**src/include/octal_drv_map.svh**
```systemverilog
// Purpose: Timing and layout constants for the octal driver serial link
// Assumes: 20 MHz mclk
// Notes:   Delay count derives from its time in us; sclk and guard counts are given in cycles
`ifndef OCTAL_DRV_MAP_SVH
`define OCTAL_DRV_MAP_SVH
`define DRV_CHANNELS       8
`define DRV_MSB            7
`define DRV_LATCH_RESET    8'hff
`define DRV_SENSE_MV       1800
`define DRV_MCLK_KHZ       20000
`define DRV_DELAY_US       160
`define DRV_DELAY_CYC      ((`DRV_DELAY_US * `DRV_MCLK_KHZ + 999) / 1000)
`define DRV_SCLK_HALF_CYC  4
`define DRV_GUARD_CYC      6
`endif

```
**src/include/octal_drv_pkg.sv**
```systemverilog
// Purpose: Shared types for the octal driver serial link
// Assumes: Constants come from octal_drv_map.svh
// Notes:   Types only
`include "octal_drv_map.svh"
package octal_drv_pkg;
    typedef logic [`DRV_MSB:0] byte_t;
    typedef enum logic [2:0] {
        M_IDLE, M_LEAD, M_LOW, M_HIGH, M_LAG, M_GAP
    } mstate_t;
endpackage

```
**src/include/octal_drv_if.sv**
```systemverilog
// Purpose: Serial link between master and octal driver
// Assumes: so is three-state, resolved here from its enable
// Notes:   Pulls so low when undriven
`timescale 1ns/100ps
interface octal_drv_if;
    logic cs_n;
    logic sclk;
    logic sdi;
    logic so_o;
    logic so_oe;
    logic so;
    assign so = so_oe ? so_o : 1'b0;
    modport dev (input cs_n, input sclk, input sdi,
                 output so_o, output so_oe);
    modport mst (output cs_n, output sclk, output sdi, input so);
endinterface

```
**src/hw/octal_drv_dev.sv**
```systemverilog
// Purpose: Device end: shift register, output latch, fault turn-off
// Assumes: Link pins sampled by mclk through two flip-flops
// Notes:   Output stages and comparators are outside; sense is an input
`timescale 1ns/100ps
// Operation
// - First rising sclk shows bit 7 diagnostic
// - Diagnostic one means pin above 1.8V
// - Next bit appears after each rising sclk
// - Input captured on each falling sclk
// - Unlimited clocks pass input to output
// - Master raises select after last bit
// - Select rise copies shift register to latch
// - Select rise restarts 160us delay timer
// - No fault clearing while timer runs
// - After delay, clear overloaded on outputs
// - Master holds sclk low at select edges
// - Clock ignored while select high
// - Master resends byte after delay, compares
// - Returned one for on means short
// - Returned zero for off means open
// - Select fall loads comparator bits
// - Control zero on, one off
// - Serial output undriven when deselected
// - Reset sets latch to all ones, all outputs off
module octal_drv_dev
    import octal_drv_pkg::*;
#(
    parameter int DELAY_CYC = `DRV_DELAY_CYC
) (
    input  wire logic  mclk,
    input  wire logic  rst_n,
    octal_drv_if.dev   link,
    input  wire octal_drv_pkg::byte_t sense_high,
    output octal_drv_pkg::byte_t      latch_off
);
    import octal_drv_pkg::*;

    ////////////////////////////////////////////////////////////////////
    // Registered state of the device end
    typedef struct packed {
        logic [1:0]  cs_s;
        logic [1:0]  ck_s;
        logic [1:0]  di_s;
        byte_t       sn_a;
        byte_t       sn_b;
        logic        cs_p;
        logic        ck_p;
        byte_t       sh;
        logic        so_b;
        logic        oe;
        byte_t       lat;
        logic [31:0] tmr;
    } st_t;

    st_t         s_q;
    st_t         s_d;

    ////////////////////////////////////////////////////////////////////
    // Link events, decoded from the synchronised pins only
    logic        sel;
    logic        cs_fall;
    logic        cs_rise;
    logic        ck_rise;
    logic        ck_fall;
    logic        tmr_run;
    byte_t       sense_s;
    byte_t       fault;
    byte_t       sh_nx;
    logic        so_nx;
    byte_t       lat_nx;
    logic [31:0] tmr_nx;
    logic        oe_nx;
    logic [1:0]  cs_sync;
    logic [1:0]  ck_sync;
    logic [1:0]  di_sync;
    byte_t       sn_sync;

    ////////////////////////////////////////////////////////////////////
    // Pin synchronisers: two flops before any logic reads a pin
    always_comb begin
        cs_sync = {s_q.cs_s[0], link.cs_n};
        ck_sync = {s_q.ck_s[0], link.sclk};
        di_sync = {s_q.di_s[0], link.sdi};
        sn_sync = s_q.sn_a;
    end

    always_comb begin
        sel     = !s_q.cs_s[1];
        cs_fall = s_q.cs_p && !s_q.cs_s[1];
        cs_rise = !s_q.cs_p && s_q.cs_s[1];
    end

    always_comb begin
        // Select gates the clock, so stray edges while idle do nothing
        ck_rise = sel && !s_q.ck_p && s_q.ck_s[1];
        ck_fall = sel && s_q.ck_p && !s_q.ck_s[1];
    end

    always_comb begin
        sense_s = s_q.sn_b;
        tmr_run = (s_q.tmr != 32'h0);
    end

    ////////////////////////////////////////////////////////////////////
    // Fault mask: a channel commanded on that still senses high
    // Sense is resampled every cycle, so a brief glitch can trip it
    always_comb begin
        fault = 8'h00;
        for (int i = 0; i < `DRV_CHANNELS; i++) begin
            if (!s_q.lat[i] && sense_s[i]) begin
                fault[i] = 1'b1;
            end
        end
    end

    ////////////////////////////////////////////////////////////////////
    // Shift register: parallel load at frame start, serial after
    always_comb begin
        sh_nx = s_q.sh;
        if (cs_fall) begin
            sh_nx = sense_s;
        end else if (ck_fall) begin
            // No length limit: bits walk through for chained devices
            sh_nx = {s_q.sh[`DRV_MSB-1:0],
                     s_q.di_s[1]};
        end
    end

    ////////////////////////////////////////////////////////////////////
    // Serial output: bit 7 from the load, then one bit per rising edge
    always_comb begin
        so_nx = s_q.so_b;
        if (cs_fall) begin
            so_nx = sense_s[`DRV_MSB];
        end else if (ck_rise) begin
            so_nx = s_q.sh[`DRV_MSB];
        end
    end

    ////////////////////////////////////////////////////////////////////
    // Output latch: loaded at frame end, then fault clears after delay
    always_comb begin
        lat_nx = s_q.lat;
        if (cs_rise) begin
            lat_nx = s_q.sh;
        end else if (!tmr_run) begin
            // Set bits mean off, so a clear of the drive is an OR
            lat_nx = s_q.lat | fault;
        end
    end

    ////////////////////////////////////////////////////////////////////
    // Turn-on delay: restarted by every select rise
    // Limitation: counts mclk periods, so it scales with the clock
    always_comb begin
        tmr_nx = s_q.tmr;
        if (cs_rise) begin
            tmr_nx = 32'(DELAY_CYC);
        end else if (tmr_run) begin
            // Inrush window: faults leave the latch alone meanwhile
            tmr_nx = s_q.tmr - 32'h1;
        end
    end

    ////////////////////////////////////////////////////////////////////
    // Output enable trails select by the synchroniser delay plus one flop
    always_comb begin
        oe_nx = sel;
    end

    ////////////////////////////////////////////////////////////////////
    // Next state
    always_comb begin
        s_d      = s_q;
        s_d.cs_s = cs_sync;
        s_d.ck_s = ck_sync;
        s_d.di_s = di_sync;
        s_d.sn_a = sense_high;
        s_d.sn_b = sn_sync;
        s_d.cs_p = s_q.cs_s[1];
        s_d.ck_p = s_q.ck_s[1];
        s_d.sh   = sh_nx;
        s_d.so_b = so_nx;
        s_d.oe   = oe_nx;
        s_d.lat  = lat_nx;
        s_d.tmr  = tmr_nx;
    end

    ////////////////////////////////////////////////////////////////////
    // Reset leaves every output off and select reading as idle
    always_ff @(posedge mclk or negedge rst_n) begin
        if (!rst_n) begin
            s_q      <= '0;
            s_q.cs_s <= 2'h3;
            s_q.cs_p <= 1'b1;
            s_q.lat  <= `DRV_LATCH_RESET;
        end else begin
            s_q <= s_d;
        end
    end

    ////////////////////////////////////////////////////////////////////
    // Outputs, each straight from a flop
    assign link.so_o  = s_q.so_b;
    assign link.so_oe = s_q.oe;
    assign latch_off  = s_q.lat;
endmodule // octal_drv_dev

```
**src/flat_wrapper.sv**
```systemverilog
// flat-port wrapper written by rule: the top's interface ports become plain ports
module octal_drv_dev_flat import octal_drv_pkg::*;
#(
    parameter int DELAY_CYC = `DRV_DELAY_CYC
)
  (mclk, rst_n, sense_high, latch_off, link_cs_n, link_sclk, link_sdi, link_so_o, link_so_oe);
  octal_drv_if link_i ();
  input  wire logic mclk;
  input  wire logic rst_n;
  input  wire octal_drv_pkg::byte_t sense_high;
  output octal_drv_pkg::byte_t latch_off;
  input wire logic [$bits(link_i.cs_n)-1:0] link_cs_n;
  input wire logic [$bits(link_i.sclk)-1:0] link_sclk;
  input wire logic [$bits(link_i.sdi)-1:0] link_sdi;
  output wire logic [$bits(link_i.so_o)-1:0] link_so_o;
  output wire logic [$bits(link_i.so_oe)-1:0] link_so_oe;
  assign link_i.cs_n = link_cs_n;
  assign link_i.sclk = link_sclk;
  assign link_i.sdi = link_sdi;
  assign link_so_o = link_i.so_o;
  assign link_so_oe = link_i.so_oe;
  octal_drv_dev #(.DELAY_CYC(DELAY_CYC)) u_core (.mclk(mclk), .rst_n(rst_n), .link(link_i), .sense_high(sense_high), .latch_off(latch_off));
endmodule
```
**config.mk**
```make
export PLATFORM = sky130hd
export DESIGN_NAME = octal_drv_dev_flat
export DESIGN_NICKNAME = d
export VERILOG_FILES = /design/src/include/octal_drv_pkg.sv /design/src/include/octal_drv_if.sv /design/src/hw/octal_drv_dev.sv /design/src/flat_wrapper.sv
export VERILOG_INCLUDE_DIRS = /design/src /design/src/include
export SDC_FILE = /design/constraint.sdc
export NUM_CORES = 1
export LEC_CHECK = 0
export ABC_AREA = 1
export BUFFER_PORTS_ARGS = -buffer_cell sky130_fd_sc_hd__buf_2
export CORE_AREA = 4 4 107 109
export CTS_BUF_LIST = sky130_fd_sc_hd__clkbuf_4
export CTS_CLUSTER_DIAMETER = 100
export DETAILED_ROUTE_END_ITERATION = 6
export DIE_AREA = 0 0 111 113
export HOLD_SLACK_MARGIN = 0.15
export PLACE_DENSITY = 0.6
export SLEW_MARGIN = 40
export SYNTH_ARGS = -nofsm -noshare
export SYNTH_HDL_FRONTEND = slang
export SYNTH_SLANG_ARGS = --single-unit
```
**constraint.sdc**
```tcl
create_clock -name mclk -period 2.37 [get_ports mclk]
set_input_delay 0.3555 -clock mclk [delete_from_list [all_inputs] [get_ports mclk]]
set_output_delay 0.3555 -clock mclk [all_outputs]
set_load 0.005 [all_outputs]
```
==> flow_summary.toml <==
[placement]
gp_congestion = 0.870
hpwlAfterDp_mm = 5.40
pre_cts_ws_ns = 0.399
place_area_mm2 = 0.00384
io_buffers = 22

[pwr]
combPwrFrac_pct = 19.5
seq_power_share_pct = 52.6
power.density_mw_per_mm2 = 716
netSwitchingFraction_pct = 32.4
finalPower_uw = 2930
p_int_uw = 1980
vdd_ir_drop_max_uv = 363
power.leakage_uw = 0.00189
p_sw_uw = 951
clkPwrFrac_pct = 27.9

[synth]
ys_warn_count = 0
syn_inst = 420
ys_ff_latch = 74
synthAdderAreaFrac_pct = 0.346
synth.most_common_cell = "nand2_1"
yosys.area_share.simple_pct = 32.8
synth_edf_count = 0
synth-compound-area-share_pct = 6.88
synth_top_area_cell = "dfrtp_1"
synth_mux_area_share_pct = 0
yosysTopAreaCellShare_pct = 43.6
synth_cell_types = 27
ys_top_cells_by_count = "nand2_1, nor2_1, dfrtp_1, nand3_1, inv_1"
ys.flop_type = "dfrtp_1"
yosysSeqAreaShare_pct = 51.6
synth_async_sr_flop_share_pct = 100
synth_top_family_by_area = "simple AND/OR/NAND/NOR gates"
yosys.area_share.xor_xnor_pct = 1.69
syn_nets = 434
synth_area_per_cell_um2 = 8.62
syn-cell-area_mm2 = 0.00362
synth_area_leaders = "dfrtp_1, nand2_1, dfstp_2"

[route]
drt-total-wl_mm = 7.75
via_per_inst = 4.71
drt-wirelength-per-cell_um = 13.0
drt_first_pass_iters = 4
vias = 2816
dr.first_iter.drc_count = 127
ant_nets = 0
drc_errors = 0

[worst_setup_path]
worst_path_max_delay_cell = "dfrtp_1"
critPathLaunch = "u_core.s_q[0]"
worst_r2r_path_depth = 8
worstPathArrival_ns = 2.31
reg2reg_from = "u_core.s_q[0]"
crit_required_ns = 2.67
cpLargestDelayFamily = "simple AND/OR/NAND/NOR gates"
cp_num_buf_inv = 2
critPathMaxStageDelay_ns = 0.42
cp_cell_sequence = "inv_1, ha_1, nand2_2, nor2_4, nand4_4, nor2_8, buf_12, nor3_1"
worstSetupPathType = "register to register"
critical_path_depth = 8
crit_fanout = 16
start_kind = "register"
cp-end-kind = "register"

[cts]
cts_setup_buffers = 0
clk_path_buf_depth = 2
clkSinkCount = 74
cts_hold_buf = 12
clk_latency_ns = 0.43
cts_resized = 0
cts-root-buf = "clkbuf_4"
tritoncts = "built"
path_clk_slew_ns = 0.14
cts_max_level = 3
numCtsBuffers = 9

[timing]
tightest_slew_ns = 0.575
finalSetupViolCount = 0
fin_crit_sh_pct = 84.8
hold_viol_final = 0
fmax_ghz = 0.498
slew_headroom_pct = 61.7
tns_ns = 0
clock-skew-final_ns = 0.0185
layout_setup_ws_ns = 0.361
rsz0062_at_grt = "false"
fin_crit_ns = 2.01
holdWs_ns = 0.346
drv_slew = 0

[finish]
area_growth_pct = 13.3
drive_gt1_share_pct = 21.0
design_area_mm2 = 0.00410
nets = 467
n_antenna_cell = 0
nFillCells = 1078

[floorplan]
start_util_pct = 34.1
die_x_um = 111
die_h_um = 113
design.die.area_mm2 = 0.0125
core_mm2 = 0.0106
io_pins = 23
rows = 38

[hold_path]
min_path_type = "register to register"
holdPathStages = 0
min_from = "u_core.sn_sync[7]"

[global_route]
grt_pass1_wl_mm = 13.4
grt_max_degree = 43
antenna_found_initial = 0
grt_usage_pct = 13.2
grt_pass1_vias = 2799
grt_overflow = 0

[job]
drv_cap = 0

[outcome]
outcome = "finished, final reports clean"
metal layers:
layer,wire (um),global-route usage [%]
met1,3550,17.0
met2,3750,22.0
met3,390,3.85
met4,53,3.12
met5,0,0
final cells by class:
type / instances / area (um2) / area share [%]
clock buffer: 9 / 67.6 / 1.65
inverter: 31 / 116 / 2.84
timing repair buffer: 38 / 288 / 7.02
sequential: 74 / 1870 / 45.5
clock inverter: 7 / 76.3 / 1.86
tap: 140 / 175 / 4.27
multi-input combinational: 299 / 1510 / 36.9
logic make-up after synthesis:
kind of cell             after synthesis
buffers and inverters                 47
adder cells (fa/ha/maj)                1
AO/OA/AOI/OAI                         41
flip-flops                            74
XOR/XNOR                               7
AND/OR/NAND/NOR                      250
per-stage QoR:
step | cells | util, %
after floorplan | 420 | -
after global placement | 570 | 36.2
after detailed placement | 570 | 36.2
after CTS | 598 | 38.7
after global routing | 598 | 38.7
final | 598 | 38.7
flip-flops by register name (all words and copies together) (netlist names):
| register | flops |
|---|---|
| u_core.s_q | 43 |
| u_core.latch_off | 8 |
| u_core.sense_s | 8 |
| u_core.sn_sync | 8 |
| u_core.s_d | 2 |
| u_core.ck_sync | 1 |
| u_core.cs_sync | 1 |
| u_core.di_sync | 1 |
| u_core.link.so_o | 1 |
| u_core.link.so_oe | 1 |
power by group through the flow:
| stage | sequential (uW) | combinational [uW] | clock [uW] |
|---|---|---|---|
| after CTS | 1540 | 580 | 853 |
| after global placement | 1560 | 551 | 0 |
| after floorplan | 1530 | 429 | 0 |
| after detailed placement | 1560 | 560 | 0 |
| after global routing | 1560 | 651 | 920 |
| final | 1540 | 572 | 819 |
cells in the final DEF (no fill, tap or decap), drive strengths merged, types with 5 or more instances in the layout:
| cell type | synthesis | layout |
|---|---|---|
| nor2 | 104 | 104 |
| nand2 | 90 | 90 |
| dfrtp | 63 | 63 |
| inv | 31 | 34 |
| nand3 | 33 | 33 |
| buf | 12 | 26 |
| a21oi | 12 | 12 |
| dlygate4sd3 | 0 | 12 |
| dfstp | 11 | 11 |
| o21ai | 10 | 10 |
| o21bai | 10 | 10 |
| clkbuf | 4 | 9 |
| nand4 | 9 | 9 |
| nor3 | 7 | 7 |
| xor2 | 7 | 7 |
| o211ai | 6 | 6 |
| or2 | 5 | 5 |
path summary, 6_finish.rpt:
| kind | endpoint | slack (ns) |
|---|---|---|
| worst max-delay path | u_core.s_q[16] | 0.36 |
| worst max register to register | u_core.s_q[16] | 0.36 |
| worst min register to register | u_core.sense_s[7] | 0.35 |
| max in group asynchronous | u_core.latch_off[1] | 1.27 |
| min in group asynchronous | u_core.s_q[2] | 0.45 |
| worst min-delay path | u_core.sense_s[7] | 0.35 |
Note: power is estimated with default switching activity, not from simulation.
